**src/upd_pkg.sv**
```systemverilog
// Shared constants, register map and carrier types of the peripheral block
package upd_pkg;

    // ==================================================================
    // Clock and timing
    localparam int unsigned CLK_PERIOD_NS = 50; // 20 MHz system clock
    localparam int unsigned IDLE_TIME_US = 3000; // Idle time to suspend
    localparam int unsigned CLKOFF_TIME_US = 2000; // Suspend to clocks off
    localparam int unsigned SUSP_MIN_US = 5000; // Least time in suspend
    localparam int unsigned WAKE_TIME_US = 5000; // Normal wake-up length
    localparam int unsigned FAST_WAKE_US = 100; // Wake-up with test pin
    localparam int unsigned RWAKE_K_US = 10000; // Remote wake K length
    // Cycle counts, rounded up to whole clocks
    localparam int unsigned IDLE_CYC =
        (IDLE_TIME_US * 1000 + CLK_PERIOD_NS - 1) / CLK_PERIOD_NS;
    localparam int unsigned CLKOFF_CYC =
        (CLKOFF_TIME_US * 1000 + CLK_PERIOD_NS - 1) / CLK_PERIOD_NS;
    localparam int unsigned SUSP_MIN_CYC =
        (SUSP_MIN_US * 1000 + CLK_PERIOD_NS - 1) / CLK_PERIOD_NS;
    localparam int unsigned WAKE_CYC =
        (WAKE_TIME_US * 1000 + CLK_PERIOD_NS - 1) / CLK_PERIOD_NS;
    localparam int unsigned FAST_WAKE_CYC =
        (FAST_WAKE_US * 1000 + CLK_PERIOD_NS - 1) / CLK_PERIOD_NS;
    localparam int unsigned RWAKE_K_CYC =
        (RWAKE_K_US * 1000 + CLK_PERIOD_NS - 1) / CLK_PERIOD_NS;
    localparam int unsigned TMR_W = 18; // Timer width, holds 10 ms

    // ==================================================================
    // Register byte offsets
    localparam logic [4:0] OFF_DMA_SETUP = 5'h00; // dma_setup_reg
    localparam logic [4:0] OFF_DMA_COUNT = 5'h04; // dma_byte_count
    localparam logic [4:0] OFF_DMA_STAT = 5'h08; // Remaining count, busy
    localparam logic [4:0] OFF_EVENT = 5'h0C; // peripheral_event_reg
    localparam logic [4:0] OFF_EVENT_MASK = 5'h10; // Event mask register
    localparam logic [4:0] OFF_HW_SETUP = 5'h14; // hw_setup_reg
    localparam logic [4:0] OFF_MODE = 5'h18; // operating_mode_reg
    localparam logic [4:0] OFF_UNLOCK = 5'h1C; // Write-protect release
    localparam logic [31:0] UNLOCK_KEY = 32'h0000_A5C3; // Arbitrary value

    // ==================================================================
    // Field positions
    localparam int unsigned EV_SUSPEND = 0; // suspend_flag
    localparam int unsigned EV_RESUME = 1; // Resume flag
    localparam int unsigned EV_EOT = 2; // End of transfer flag
    localparam int unsigned EV_BUS = 3; // bus_line_state, read only
    localparam int unsigned HW_CLOCK_RUN = 0; // clock_run
    localparam int unsigned HW_WAKE_CS = 1; // wake_on_select
    localparam int unsigned MODE_GO_SUSP = 0; // go_suspend
    localparam int unsigned STAT_BUSY = 16; // DMA active in status

    // ==================================================================
    // Reset values
    localparam logic [2:0] EVENT_RST = 3'h0;
    localparam logic [2:0] MASK_RST = 3'h0;
    localparam logic [1:0] HW_RST = 2'h1; // Clocks run after reset
    localparam logic [15:0] COUNT_RST = 16'h0000;

    // ==================================================================
    // Carrier types
    typedef struct packed {
        logic ep_in; // Endpoint is IN
        logic ep_iso; // Endpoint is isochronous
        logic short_packet_eot_enable;
        logic count_eot_enable;
        logic dma_run_enable;
    } upd_dma_setup_s;
    localparam upd_dma_setup_s DMA_SETUP_RST = '0;

    typedef struct packed {
        logic line_idle; // Bus idle, J state
        logic sof; // Start of frame seen
        logic vbus; // Bus power present
        logic k_state; // Host drives K
        logic eop; // End of packet on the bus
    } upd_usb_s;

    typedef enum logic [2:0] {
        ST_RUN = 3'b000,
        ST_SUSP_WAIT = 3'b001,
        ST_SUSP = 3'b010,
        ST_OSC_START = 3'b011,
        ST_WAKE = 3'b100
    } upd_pwr_e;

endpackage

```
**src/upd_sync.sv**
```systemverilog
// Two flip-flop synchroniser for asynchronous pin inputs
`timescale 1ns/1ps
module upd_sync
    import upd_pkg::*;
#(
    parameter int unsigned W = 1
) (
    input wire logic clk_i,
    input wire logic rst_n_i,
    input wire logic [W-1:0] async_i,
    input wire logic [W-1:0] rst_val_i,
    output logic [W-1:0] sync_o
);
    // First and second stage per bit
    logic [W-1:0] meta_ff;
    logic [W-1:0] sync_ff;

    genvar gi;
    generate
        for (gi = 0; gi < W; gi++) begin : g_bit
            // Meta stage feeds only the second stage
            always_ff @(posedge clk_i or negedge rst_n_i) begin
                if (!rst_n_i) begin
                    meta_ff[gi] <= 1'b0;
                    sync_ff[gi] <= 1'b0;
                end else begin
                    meta_ff[gi] <= async_i[gi];
                    sync_ff[gi] <= meta_ff[gi];
                end
            end
        end
    endgenerate

    // Bits not yet through both stages show their idle level
    logic [1:0] primed_ff;
    always_ff @(posedge clk_i or negedge rst_n_i) begin
        if (!rst_n_i) begin
            primed_ff <= 2'b00;
        end else begin
            primed_ff <= {primed_ff[0], 1'b1};
        end
    end

    assign sync_o = primed_ff[1] ? sync_ff : rst_val_i;
endmodule

```
**src/upd_top.sv**
```systemverilog
// DMA end-of-transfer and suspend/resume control of a USB peripheral
//
// Design decisions made here: the address map and the Avalon-MM slave port.
`timescale 1ns/1ps

module upd_top
    import upd_pkg::*;
#(
    parameter int unsigned P_IDLE_CYC = IDLE_CYC,
    parameter int unsigned P_CLKOFF_CYC = CLKOFF_CYC,
    parameter int unsigned P_SUSP_MIN_CYC = SUSP_MIN_CYC,
    parameter int unsigned P_WAKE_CYC = WAKE_CYC,
    parameter int unsigned P_RWAKE_K_CYC = RWAKE_K_CYC
) (
    input wire logic clk_i,
    input wire logic rst_n_i,
    // Avalon-MM register slave
    input wire logic [4:0] avs_address_i,
    input wire logic avs_read_i,
    input wire logic avs_write_i,
    input wire logic [31:0] avs_writedata_i,
    output logic [31:0] avs_readdata_o,
    output logic avs_waitrequest_o,
    // Fly-by DMA side, same clock
    input wire logic dma_byte_i,
    input wire logic short_pkt_i,
    input wire logic pkt_done_i,
    output logic dma_req_o,
    output logic eot_o,
    output logic irq_o,
    // USB bus state pins
    input wire upd_usb_s usb_i,
    output logic drive_k_o,
    // Wake pins
    input wire logic suspend_wake_pin_i,
    output logic suspend_wake_pin_o,
    output logic suspend_wake_pin_oe_o,
    input wire logic cs_n_i,
    input wire logic fast_wake_test_pin_i,
    // Clock generation control
    input wire logic osc_stable_i,
    output logic osc_en_o,
    output logic int_clk_en_o
);
    // ==================================================================
    // Pin synchronisers
    localparam int unsigned NS = 9; // Synchronised pin count
    logic [NS-1:0] pin_raw; // Raw pin group
    logic [NS-1:0] pin_rst; // Idle level of each pin
    logic [NS-1:0] pin_s; // Synchronised pins
    upd_usb_s usb_s; // Synchronised bus state
    logic wpin_s; // Wake pin level
    logic cs_n_s; // Chip select level
    logic fast_s; // Fast wake test pin
    logic osc_ok_s; // Oscillator stable

    assign pin_raw = {usb_i, suspend_wake_pin_i, cs_n_i,
                      fast_wake_test_pin_i, osc_stable_i};
    assign pin_rst = {5'h10, 1'b1, 1'b1, 1'b0, 1'b0};
    assign usb_s = pin_s[8:4];
    assign wpin_s = pin_s[3];
    assign cs_n_s = pin_s[2];
    assign fast_s = pin_s[1];
    assign osc_ok_s = pin_s[0];

    upd_sync #(.W(NS)) u_sync (
        .clk_i(clk_i),
        .rst_n_i(rst_n_i),
        .async_i(pin_raw),
        .rst_val_i(pin_rst),
        .sync_o(pin_s)
    );

    // ==================================================================
    // Register state
    upd_dma_setup_s setup_ff; // DMA setup register
    logic [15:0] count_reg_ff; // Programmed byte count
    logic [15:0] remain_ff; // Internal DMA counter
    logic active_ff; // DMA in progress
    logic short_seen_ff; // Short packet pending end
    logic [2:0] event_ff; // Sticky event flags
    logic [2:0] mask_ff; // Event interrupt enables
    logic [1:0] hw_ff; // Clock run, wake on select
    logic go_susp_ff; // go_suspend bit
    logic lock_ff; // Register write protection
    logic ack_ff; // Bus answer phase
    logic [31:0] rdata_ff; // Read data holding
    logic eot_ff; // End of transfer pulse
    upd_pwr_e state_ff; // Power state
    logic idle_done_ff; // Idle period already reported
    logic vbus_d_ff; // Previous bus power level

    // Bus access decode
    logic req; // Read or write pending
    logic wr_en; // Write takes effect now
    logic wr_ok; // Write allowed by lock
    logic go_fall; // go_suspend cleared by write
    logic dma_end; // Terminating condition
    logic cnt_zero_end; // Counter exhausted
    logic susp_evt; // Suspend condition found
    logic wake_src; // Any wake source active
    logic wake_start; // Wake sequence begins

    assign req = avs_read_i | avs_write_i;
    assign avs_waitrequest_o = req & ~ack_ff;
    assign wr_en = avs_write_i & ack_ff;
    assign wr_ok = wr_en & ~lock_ff;

    // One wait cycle, answer on the second edge
    always_ff @(posedge clk_i or negedge rst_n_i) begin
        if (!rst_n_i) begin
            ack_ff <= 1'b0;
        end else begin
            ack_ff <= req & ~ack_ff;
        end
    end

    // Read mux, locked block reads as zero
    always_ff @(posedge clk_i or negedge rst_n_i) begin
        if (!rst_n_i) begin
            rdata_ff <= 32'h0000_0000;
        end else if (avs_read_i & ~ack_ff) begin
            if (lock_ff) begin
                rdata_ff <= 32'h0000_0000;
            end else begin
                case (avs_address_i)
                    OFF_DMA_SETUP: rdata_ff <= {27'h0, setup_ff};
                    OFF_DMA_COUNT: rdata_ff <= {16'h0, count_reg_ff};
                    OFF_DMA_STAT: rdata_ff <= {15'h0, active_ff, remain_ff};
                    OFF_EVENT: rdata_ff <= {28'h0, usb_s.line_idle,
                                            event_ff};
                    OFF_EVENT_MASK: rdata_ff <= {29'h0, mask_ff};
                    OFF_HW_SETUP: rdata_ff <= {30'h0, hw_ff};
                    OFF_MODE: rdata_ff <= {31'h0, go_susp_ff};
                    default: rdata_ff <= 32'h0000_0000;
                endcase
            end
        end
    end
    assign avs_readdata_o = rdata_ff;

    // ==================================================================
    // DMA end of transfer
    assign cnt_zero_end = active_ff & dma_byte_i
        & (remain_ff == 16'h0001)
        & (setup_ff.count_eot_enable
           | (setup_ff.short_packet_eot_enable & setup_ff.ep_in
              & ~setup_ff.ep_iso));
    assign dma_end = cnt_zero_end
        | (active_ff & short_seen_ff & pkt_done_i)
        | (active_ff & setup_ff.ep_iso & usb_s.eop);

    // Setup register; hardware clears run enable at the end
    always_ff @(posedge clk_i or negedge rst_n_i) begin
        if (!rst_n_i) begin
            setup_ff <= DMA_SETUP_RST;
        end else if (wr_ok & (avs_address_i == OFF_DMA_SETUP)) begin
            setup_ff <= avs_writedata_i[4:0];
        end else if (dma_end) begin
            setup_ff.dma_run_enable <= 1'b0;
        end
    end

    // Programmed byte count
    always_ff @(posedge clk_i or negedge rst_n_i) begin
        if (!rst_n_i) begin
            count_reg_ff <= COUNT_RST;
        end else if (wr_ok & (avs_address_i == OFF_DMA_COUNT)) begin
            count_reg_ff <= avs_writedata_i[15:0];
        end
    end

    // Counter load on run enable, decrement per byte
    always_ff @(posedge clk_i or negedge rst_n_i) begin
        if (!rst_n_i) begin
            remain_ff <= COUNT_RST;
            active_ff <= 1'b0;
        end else if (wr_ok & (avs_address_i == OFF_DMA_SETUP)) begin
            if (avs_writedata_i[0] & ~active_ff) begin
                remain_ff <= count_reg_ff;
                active_ff <= 1'b1;
            end else if (~avs_writedata_i[0] | dma_end) begin
                active_ff <= 1'b0;
            end
        end else if (dma_end) begin
            active_ff <= 1'b0;
            remain_ff <= remain_ff - 16'h0001;
        end else if (active_ff & dma_byte_i) begin
            remain_ff <= remain_ff - 16'h0001;
        end
    end

    // Short packet on bulk OUT waits for its last byte
    always_ff @(posedge clk_i or negedge rst_n_i) begin
        if (!rst_n_i) begin
            short_seen_ff <= 1'b0;
        end else if (~active_ff | dma_end) begin
            short_seen_ff <= 1'b0;
        end else if (short_pkt_i & setup_ff.short_packet_eot_enable
                     & ~setup_ff.ep_in & ~setup_ff.ep_iso) begin
            short_seen_ff <= 1'b1;
        end
    end

    // End pulse; disable path never raises it
    always_ff @(posedge clk_i or negedge rst_n_i) begin
        if (!rst_n_i) begin
            eot_ff <= 1'b0;
        end else begin
            eot_ff <= dma_end;
        end
    end
    assign eot_o = eot_ff;
    assign dma_req_o = active_ff;

    // ==================================================================
    // Suspend detection
    logic [TMR_W-1:0] idle_cnt_ff; // Idle time counter

    // Bus activity or a frame start restarts the idle count
    always_ff @(posedge clk_i or negedge rst_n_i) begin
        if (!rst_n_i) begin
            idle_cnt_ff <= '0;
            idle_done_ff <= 1'b1;
            vbus_d_ff <= 1'b0;
        end else begin
            vbus_d_ff <= usb_s.vbus;
            if (~usb_s.line_idle | usb_s.sof) begin
                idle_cnt_ff <= '0;
                idle_done_ff <= 1'b0;
            end else if (~idle_done_ff) begin
                if (idle_cnt_ff == TMR_W'(P_IDLE_CYC - 1)) begin
                    idle_done_ff <= 1'b1;
                end
                idle_cnt_ff <= idle_cnt_ff + 1'b1;
            end
        end
    end

    assign susp_evt = (~idle_done_ff & usb_s.line_idle & ~usb_s.sof
                       & (idle_cnt_ff == TMR_W'(P_IDLE_CYC - 1)))
                      | (vbus_d_ff & ~usb_s.vbus);

    // Events: hardware set wins over a write-one clear
    always_ff @(posedge clk_i or negedge rst_n_i) begin
        if (!rst_n_i) begin
            event_ff <= EVENT_RST;
        end else begin
            if (wr_ok & (avs_address_i == OFF_EVENT)) begin
                event_ff <= event_ff & ~avs_writedata_i[2:0];
            end
            if (susp_evt) begin
                event_ff[EV_SUSPEND] <= 1'b1;
            end
            if (wake_start) begin
                event_ff[EV_RESUME] <= 1'b1;
            end
            if (dma_end) begin
                event_ff[EV_EOT] <= 1'b1;
            end
        end
    end

    // Mask, hardware setup and mode registers
    always_ff @(posedge clk_i or negedge rst_n_i) begin
        if (!rst_n_i) begin
            mask_ff <= MASK_RST;
            hw_ff <= HW_RST;
            go_susp_ff <= 1'b0;
        end else if (wr_ok) begin
            case (avs_address_i)
                OFF_EVENT_MASK: mask_ff <= avs_writedata_i[2:0];
                OFF_HW_SETUP: hw_ff <= avs_writedata_i[1:0];
                OFF_MODE: go_susp_ff <= avs_writedata_i[MODE_GO_SUSP];
                default: mask_ff <= mask_ff;
            endcase
        end
    end

    assign go_fall = wr_ok & (avs_address_i == OFF_MODE)
                     & go_susp_ff & ~avs_writedata_i[MODE_GO_SUSP];
    assign irq_o = |(event_ff & mask_ff);

    // ==================================================================
    // Power state machine
    logic [TMR_W-1:0] st_cnt_ff; // State timer
    logic [TMR_W-1:0] k_cnt_ff; // Remote wake K timer

    assign wake_src = usb_s.k_state | ~wpin_s
                      | (~cs_n_s & hw_ff[HW_WAKE_CS]);
    assign wake_start = (state_ff == ST_SUSP) & (st_cnt_ff == '0)
                        & wake_src;

    // Suspend entry, wait, wake and return
    always_ff @(posedge clk_i or negedge rst_n_i) begin
        if (!rst_n_i) begin
            state_ff <= ST_RUN;
            st_cnt_ff <= '0;
        end else begin
            if (st_cnt_ff != '0) begin
                st_cnt_ff <= st_cnt_ff - 1'b1;
            end
            case (state_ff)
                ST_RUN: begin
                    if (go_fall) begin
                        state_ff <= ST_SUSP_WAIT;
                        st_cnt_ff <= TMR_W'(P_CLKOFF_CYC - 1);
                    end
                end
                ST_SUSP_WAIT: begin
                    if (st_cnt_ff == '0) begin
                        state_ff <= ST_SUSP;
                        st_cnt_ff <= TMR_W'(P_SUSP_MIN_CYC - 1);
                    end
                end
                ST_SUSP: begin
                    if (wake_start) begin
                        state_ff <= ST_OSC_START;
                        st_cnt_ff <= fast_s ? TMR_W'(FAST_WAKE_CYC - 1)
                                            : TMR_W'(P_WAKE_CYC - 1);
                    end
                end
                ST_OSC_START: begin
                    if (osc_ok_s) begin
                        state_ff <= ST_WAKE;
                    end
                end
                ST_WAKE: begin
                    if (st_cnt_ff == '0) begin
                        state_ff <= ST_RUN;
                    end
                end
                default: state_ff <= ST_RUN;
            endcase
        end
    end

    // Remote wake K lasts its own time from the wake start
    always_ff @(posedge clk_i or negedge rst_n_i) begin
        if (!rst_n_i) begin
            k_cnt_ff <= '0;
        end else if (wake_start & usb_s.k_state == 1'b0) begin
            k_cnt_ff <= TMR_W'(P_RWAKE_K_CYC);
        end else if (k_cnt_ff != '0) begin
            k_cnt_ff <= k_cnt_ff - 1'b1;
        end
    end
    assign drive_k_o = (k_cnt_ff != '0);

    // Lock set on wake, released by the key write
    always_ff @(posedge clk_i or negedge rst_n_i) begin
        if (!rst_n_i) begin
            lock_ff <= 1'b0;
        end else if (wake_start) begin
            lock_ff <= 1'b1;
        end else if (wr_en & (avs_address_i == OFF_UNLOCK)
                     & (avs_writedata_i == UNLOCK_KEY)) begin
            lock_ff <= 1'b0;
        end
    end

    // Pin high in suspend, driven low through wake
    assign suspend_wake_pin_oe_o = (state_ff != ST_RUN);
    assign suspend_wake_pin_o = (state_ff == ST_SUSP_WAIT)
                                | (state_ff == ST_SUSP);
    assign osc_en_o = (state_ff != ST_SUSP);
    assign int_clk_en_o = (state_ff == ST_WAKE) | (state_ff == ST_SUSP_WAIT)
                          | ((state_ff == ST_RUN) & hw_ff[HW_CLOCK_RUN]);
endmodule

```
**config.mk**
```make
export PLATFORM = sky130hd
export DESIGN_NAME = upd_top
export DESIGN_NICKNAME = d
export VERILOG_FILES = /design/src/upd_pkg.sv /design/src/upd_sync.sv /design/src/upd_top.sv
export SDC_FILE = /design/constraint.sdc
export NUM_CORES = 1
export LEC_CHECK = 0
export BUFFER_PORTS_ARGS = -buffer_cell sky130_fd_sc_hd__buf_2
export CORE_ASPECT_RATIO = 0.9
export CORE_MARGIN = 1.5
export CORE_UTILIZATION = 60
export CTS_CLUSTER_SIZE = 40
export DETAILED_ROUTE_END_ITERATION = 8
export GPL_TIMING_DRIVEN = 0
export PLACE_DENSITY = 0.82
export SLEW_MARGIN = 10
export SYNTH_ARGS = -nofsm -noshare
export SYNTH_HDL_FRONTEND = slang
export SYNTH_SLANG_ARGS = --single-unit
```
**constraint.sdc**
```tcl
create_clock -name clk_i -period 6.1 [get_ports clk_i]
set_clock_uncertainty 0.2 [all_clocks]
set_input_delay 0.305 -clock clk_i [delete_from_list [all_inputs] [get_ports clk_i]]
set_output_delay 0.305 -clock clk_i [all_outputs]
set_load 0.005 [all_outputs]
```
==> impl_metrics.tcl, run 1 <==
set metrics [dict create \
    regToRegStartpoint "st_cnt_ff[5]$_DFF_PN0_" \
    post_synth_xor_area_fraction 0.0335 \
    drcViolationCount 0 \
    fillers 856 \
    die_height_um 108 \
    clk_pin_slew_worst_paths_ps 60 \
    period_needed_ps 3120 \
    nNetsFinal 914 \
    min_period_over_period 0.512 \
    synthAdderAreaFrac 0.0103 \
    crit_buf_inv 2 \
    worstPathArrival_ps 3240 \
    die_area_um2 12900 \
    ffs_latches_synth 147 \
    fin_util 0.738 \
    vias_in_the_first_global_route 6328 \
    ios 94 \
    irDropWorstVdd_v 0.000256 \
    drt_first_pass_iters 6 \
    tritoncts "yes" \
    initial_utilization 0.611 \
    ctsLongestPathBuffers 2 \
    globalplace.congestion 0.921 \
    clock_insertion_delay_worst_skew_ps 430 \
    critical_path_required_ps 6210 \
    grt_pass1_wl_um 31000 \
    power.density_nw_per_um2 243 \
    tightest_slew_ps 1130 \
    area_delta_synth_final_pct 20.8 \
    power.static_leakage_nw 4.22 \
    yosysUniqueCellTypes 75 \
    worstSetupEndpointType "flip-flop" \
    die_width_um 119 \
    setup_viol 0 \
    tritoncts.num_buffers 17 \
    global_route_usage_over_all_layers 0.310 \
    vias 6423 \
    combinational_family_with_the_most_area_after_synthesis "simple AND/OR/NAND/NOR gates" \
    muxShareOfSynthArea 0.0514 \
    netlist_instances 718 \
    p_total_mw 2.15 \
    worst_path_most_repeated_cell "buf_2" \
    cts-resized-gates 0 \
    synth_warn 0 \
    max_cap_violations 0 \
    timing.critical_path.max_delay_family "simple AND/OR/NAND/NOR gates" \
    path_cells "or4_1 -> buf_2 -> nor4_2 -> nand3_1 -> nor2_2 -> buf_2 -> nor2_1" \
    vias_per_cell 6.25 \
    rows 38 \
    critical_path_top_delay_cell "nor4_2" \
    hold_path_startpoint "avs_write_i" \
    floorplan.core_area_um2 12000 \
    critical_path.startpoint_type "flip-flop" \
    cts_num_sinks 147 \
    synth_seq_area_share 0.503 \
    grt-ovfl-total 0 \
    detail-route-antenna-nets 0 \
    drt-wirelength-per-cell_um 18.2 \
    buffer_ports.inserted 76 \
    timing.critical_path.fanout_max 10 \
    worst-r2r-setup-slack_ps 2980 \
    wl_um 18700 \
    prevailing_post_synth_register_cell "dfrtp_1" \
    finalHoldViolCount 0 \
    drv_slew 0 \
    timing.critical_path.from "st_cnt_ff[5]$_DFF_PN0_" \
    synth-simple-area-share 0.209 \
    path_class "flip-flop to flip-flop" \
    status "finished, final reports clean" \
    post_synth_instance_area_um2 7320 \
    post_synthesis_mean_instance_area_um2 10.2 \
    htree_levels 4 \
    dp_hpwl_um 12600 \
    timing.critical_path.slowest_cell_delay_ps 570 \
    synthArstFlopShare 1.00 \
    hold_path.class "primary input to flip-flop" \
    detailedRoute.firstIterationViolations 633 \
    relSlewSlack 0.238 \
    largest_net_degree_at_the_start_of_global_routing 86 \
    cts_root_buf "clkbuf_16" \
    grt_antenna_before_repair 0 \
    number_of_enable_flip_flop_cells_after_synthesis 0 \
    num_antenna_cells 0 \
    finalSetupTns_ps 0 \
    achievable-frequency_mhz 320 \
    drive_above_1_share 0.206 \
    rsz0062_at_grt "no" \
    synth-compound-area-share 0.141 \
]
-- report_power, final --
| group | switching, mW | total [mW] | internal (mW) |
|---|---|---|---|
| clock network | 0.432 | 1.04 | 0.607 |
| logic | 0.0638 | 0.110 | 0.0464 |
| registers | 0.00924 | 0.997 | 0.987 |
| total | 0.505 | 2.15 | 1.64 |
-- layout make-up --
cell class	count	area (um^2)	area share
multi-input combinational	505	3330	0.376
clock inverter	13	149	0.0168
tap	160	200	0.0226
buffer	48	250	0.0283
clock buffer	18	429	0.0485
sequential	147	3680	0.416
timing repair buffer	104	684	0.0774
inverter	32	120	0.0136
-- metal layers --
metal / global-route usage / wire [um] / vias to the layer above
met3: 0.0641 / 1510 / 58
li1: - / - / 2900
met4: 0.143 / 602 / 0
met2: 0.499 / 8910 / 336
met5: 0 / 0 / -
met1: 0.408 / 7660 / 3129
-- worst reg2reg max path, delay by kind of cell, from the launching register on --
family | cells | cell delay, ps
buffers and inverters | 2 | 460
DFF | 1 | 410
and+or+nand+nor | 5 | 1940
-- placed cells by master (no fill, tap or decap), types with 8 or more instances in the layout --
cell type | Yosys | final
o21ai_0 | 34 | 34
nor2_1 | 66 | 66
nor2b_1 | 10 | 10
mux2_2 | 23 | 23
clkbuf_1 | 23 | 24
conb_1 | 2 | 16
or4_1 | 9 | 9
nand3_1 | 17 | 17
xnor2_1 | 11 | 11
a211oi_1 | 12 | 12
a222oi_1 | 12 | 12
a21oi_1 | 22 | 22
nor3_1 | 17 | 17
nor4_1 | 17 | 16
o211ai_1 | 8 | 8
or3_1 | 21 | 21
dlygate4sd3_1 | 0 | 27
buf_4 | 15 | 15
dfrtp_1 | 145 | 145
buf_2 | 5 | 80
inv_1 | 32 | 32
xor2_1 | 17 | 17
nand2_1 | 51 | 51
nand4_1 | 13 | 13
clkbuf_16 | 0 | 17
-- what timing repair did --
action                     CTS  global route
setup buffers                0             0
setup endpoints to repair    0             0
hold endpoints to repair   112             0
hold buffers                27             0
-- per-stage QoR --
stage / worst slack [ps] / std cells / area (um^2) / hold slack (ps)
after floorplan: 3320 / 732 / 7370 / -191
after global placement: 2520 / 968 / 7950 / 133
after detailed placement: 3080 / 969 / 7990 / 135
after CTS: 3030 / 1027 / 8840 / 6.37
after global routing: 2780 / 1027 / 8840 / 38.2
final: 2980 / 1027 / 8840 / 21.6
-- sequential cells by signal, summed over array words and instances, names as in the netlist, 9 cells and up --
name	flops
st_cnt_ff	18
u_sync.meta_ff	9
remain_ff	16
avs_readdata_o	17
u_sync.sync_ff	9
count_reg_ff	16
k_cnt_ff	18
idle_cnt_ff	18
-- final timing paths --
path / depth (start not counted) / endpoint
max: 7 / k_cnt_ff[12]$_DFFE_PN0P_
max reg2reg: 7 / k_cnt_ff[12]$_DFFE_PN0P_
min: 4 / lock_ff$_DFFE_PN0P_
max in group asynchronous: 3 / idle_done_ff$_DFF_PN1_
min in group asynchronous: 2 / k_cnt_ff[2]$_DFFE_PN0P_
min reg2reg: 0 / u_sync.sync_ff[6]$_DFF_PN0_
-- cells in the mapped netlist, types with 6 or more instances --
cell type / instances / area (um^2)
dfrtp_1: 145 / 3630
nor2_1: 66 / 248
nand2_1: 51 / 191
o21ai_0: 34 / 170
inv_1: 32 / 120
clkbuf_1: 23 / 86.3
mux2_2: 23 / 259
a21oi_1: 22 / 110
or3_1: 21 / 131
nand3_1: 17 / 85.1
nor3_1: 17 / 85.1
nor4_1: 17 / 106
xor2_1: 17 / 149
buf_4: 15 / 113
nand4_1: 13 / 81.3
a211oi_1: 12 / 90.1
a222oi_1: 12 / 120
xnor2_1: 11 / 96.3
nor2b_1: 10 / 62.6
or4_1: 9 / 67.6
o211ai_1: 8 / 60.1
and3_1: 7 / 43.8
nand2b_1: 7 / 43.8
or2_2: 7 / 43.8
ha_1: 6 / 75.1
-- cells by family (layout without fill, tap and decap cells) --
| kind of cell | after synthesis | count (layout) |
|---|---|---|
| xor+xnor | 28 | 28 |
| compound gates | 146 | 146 |
| mux | 31 | 31 |
| flops | 147 | 147 |
| buf+inv | 80 | 215 |
| simple gates | 278 | 278 |
| fa+ha+maj | 6 | 6 |
| other cells | 2 | 16 |
Note: power is estimated with default switching activity, not from simulation.
==> run 2, diff against run 1 <==
--- a/config.mk
+++ b/config.mk
@@ -8,11 +8,11 @@
 export BUFFER_PORTS_ARGS = -buffer_cell sky130_fd_sc_hd__buf_2
 export CORE_ASPECT_RATIO = 0.9
 export CORE_MARGIN = 1.5
-export CORE_UTILIZATION = 60
+export CORE_UTILIZATION = 58
 export CTS_CLUSTER_SIZE = 40
 export DETAILED_ROUTE_END_ITERATION = 8
 export GPL_TIMING_DRIVEN = 0
-export PLACE_DENSITY = 0.82
+export PLACE_DENSITY = 0.8
 export SLEW_MARGIN = 10
 export SYNTH_ARGS = -nofsm -noshare
 export SYNTH_HDL_FRONTEND = slang
==> constraint.sdc (replaced) <==
create_clock -name clk_i -period 3.05 [get_ports clk_i]
set_clock_uncertainty 0.2 [all_clocks]
set_input_delay 0.1525 -clock clk_i [delete_from_list [all_inputs] [get_ports clk_i]]
set_output_delay 0.1525 -clock clk_i [all_outputs]
set_load 0.005 [all_outputs]
==> run 2 against run 1 <==
  * Critical path depth unchanged
  * Clock power increased by 110%
  * Wire length increased by 1.1%
  * Largest cell class unchanged
  * Critical path type unchanged
  * Core utilization about the same
  * Final cell count increased by 0.68%
  * Setup slack got worse by 2900 ps
  * Highest routed layer unchanged
==> impl_metrics.tcl, run 2 (same netlist as run 1, synthesis figures left out) <==
set metrics [dict create \
    status "finished, final reports clean" \
    p_total_mw 4.40 \
    drcViolationCount 0 \
    tightest_slew_ps 1120 \
    min_period_over_period 0.975 \
    drt_first_pass_iters 5 \
    drive_above_1_share 0.212 \
    fin_util 0.738 \
    die_height_um 110 \
    relSlewSlack 0.249 \
    worstSetupEndpointType "flip-flop" \
    final_cells 1034 \
    regToRegStartpoint "st_cnt_ff[14]$_DFF_PN0_" \
    detailedRoute.firstIterationViolations 653 \
    vias_per_cell 6.14 \
    finalHoldViolCount 0 \
    most_common_cell_after_layout_fill_and_taps_aside "dfrtp_1" \
    mostFrequentLayoutCells "145 x dfrtp_1, 80 x buf_2, 66 x nor2_1, 51 x nand2_1" \
    critical_path_required_ps 3160 \
    initial_utilization 0.601 \
    rows 38 \
    wl_um 18900 \
    irDropWorstVdd_v 0.000443 \
    drt-wirelength-per-cell_um 18.3 \
    die_width_um 121 \
    post_cts_buffers 0 \
    fillers 834 \
    die_area_um2 13300 \
    timing.critical_path.from "st_cnt_ff[14]$_DFF_PN0_" \
    finalSetupTns_ps 0 \
    globalplace.congestion 0.950 \
    worstPathArrival_ps 3080 \
    vias_in_the_first_global_route 6213 \
    cp-endpoint "st_cnt_ff[0]$_DFF_PN0_" \
    vias 6350 \
    area_delta_synth_final_pct 22.8 \
    path_class "flip-flop to flip-flop" \
    clk_pin_slew_worst_paths_ps 60 \
    htree_levels 4 \
    achievable-frequency_mhz 336 \
    tritoncts.num_buffers 17 \
    grt_pass1_wl_um 30900 \
    period_needed_ps 2970 \
    hold-worst-slack_ps 41.1 \
    max_cap_violations 0 \
    worst-r2r-setup-slack_ps 80 \
    setup_viol 0 \
    floorplan.core_area_um2 12200 \
    ctsLongestPathBuffers 2 \
    cts_root_buf "clkbuf_16" \
    clock_insertion_delay_worst_skew_ps 430 \
    hold_path.class "primary input to flip-flop" \
    post-place-cells 969 \
    grt_antenna_before_repair 0 \
    global_route_usage_over_all_layers 0.303 \
    timing.critical_path.fanout_max 9 \
    largest_net_degree_at_the_start_of_global_routing 76 \
    regToRegEndpoint "st_cnt_ff[0]$_DFF_PN0_" \
    largest_registers "idle_cnt_ff: 18 flops, k_cnt_ff: 18 flops, st_cnt_ff: 18 flops" \
    reg2reg_depth 7 \
    drv_slew 0 \
    tritoncts "yes" \
    detail-route-antenna-nets 0 \
    critical_path.startpoint_type "flip-flop" \
    grt-ovfl-total 0 \
    nNetsFinal 920 \
    power.density_nw_per_um2 489 \
    rsz0062_at_grt "no" \
    num_antenna_cells 0 \
    buffer_ports.inserted 76 \
    dp_hpwl_um 12900 \
    ios 94 \
    power.static_leakage_nw 4.31 \
    cts_num_sinks 147 \
]
[run 2: cell count changes in the layout (fill, tap and decap cells not counted), moves of 2 or more]
cell and change:
nor4_4 +2, dlygate4sd3_1 +7, clkinv_2 -2, clkinv_4 +2, clkbuf_1 -2
[run 2: layout make-up]
class,instances,area [um^2],area share
inverter,32,120,0.0134
tap,160,200,0.0223
clock buffer,19,443,0.0493
buffer,47,248,0.0276
sequential,147,3680,0.410
multi-input combinational,505,3370,0.374
timing repair buffer,111,754,0.0839
clock inverter,13,175,0.0195
[run 2: critical path: stages (launching register included)]
cell and delay (ps):
dfrtp_1 410, or4_4 590, or4_1 480, buf_2 200
or3_4 400, ha_1 280, a211oi_1 210, nand2_1 80
[run 2: worst min-delay path by stage]
stage | startpoint | end | slack (ps) | cells after the start
after detailed placement | rst_n_i | k_cnt_ff[3]$_DFFE_PN0P_ | 20 | 1
after CTS | avs_address_i[1] | go_susp_ff$_DFFE_PN0P_ | 30 | 4
after global routing | avs_address_i[1] | go_susp_ff$_DFFE_PN0P_ | 80 | 4
final | avs_address_i[1] | go_susp_ff$_DFFE_PN0P_ | 40 | 4
after floorplan | rst_n_i | ack_ff$_DFF_PN0_ | -340 | 0
after global placement | usb_i[4] | u_sync.meta_ff[8]$_DFF_PN0_ | 60 | 1
[run 2: routing by layer]
metal,up-vias,share of wire,track usage
li1,2903,-,-
met1,3080,0.41,0.394
met2,304,0.48,0.475
met3,63,0.079,0.0804
met4,0,0.032,0.147
met5,-,0,0
[run 2: through the flow]
stage	worst slack (ps)	instance area, um^2
after detailed placement	-30.0	7990
after global routing	6.89	8990
after floorplan	268	7370
after global placement	-368	7950
final	75.5	8990
after CTS	52.1	8960
[run 2: where the power goes]
group	leakage, nW	total [mW]	switching [mW]	internal, mW
combinational	2.12	0.223	0.127	0.0965
sequential	1.90	1.99	0.0180	1.97
clock	0.296	2.18	0.857	1.32
[run 2: what timing repair did]
action                                 4_1_cts  5_1_grt
setup endpoints to repair                   10       29
pin swaps                                    0        0
hold buffers                                34        0
endpoints found under the hold margin      108        0
resized for setup                            2        6
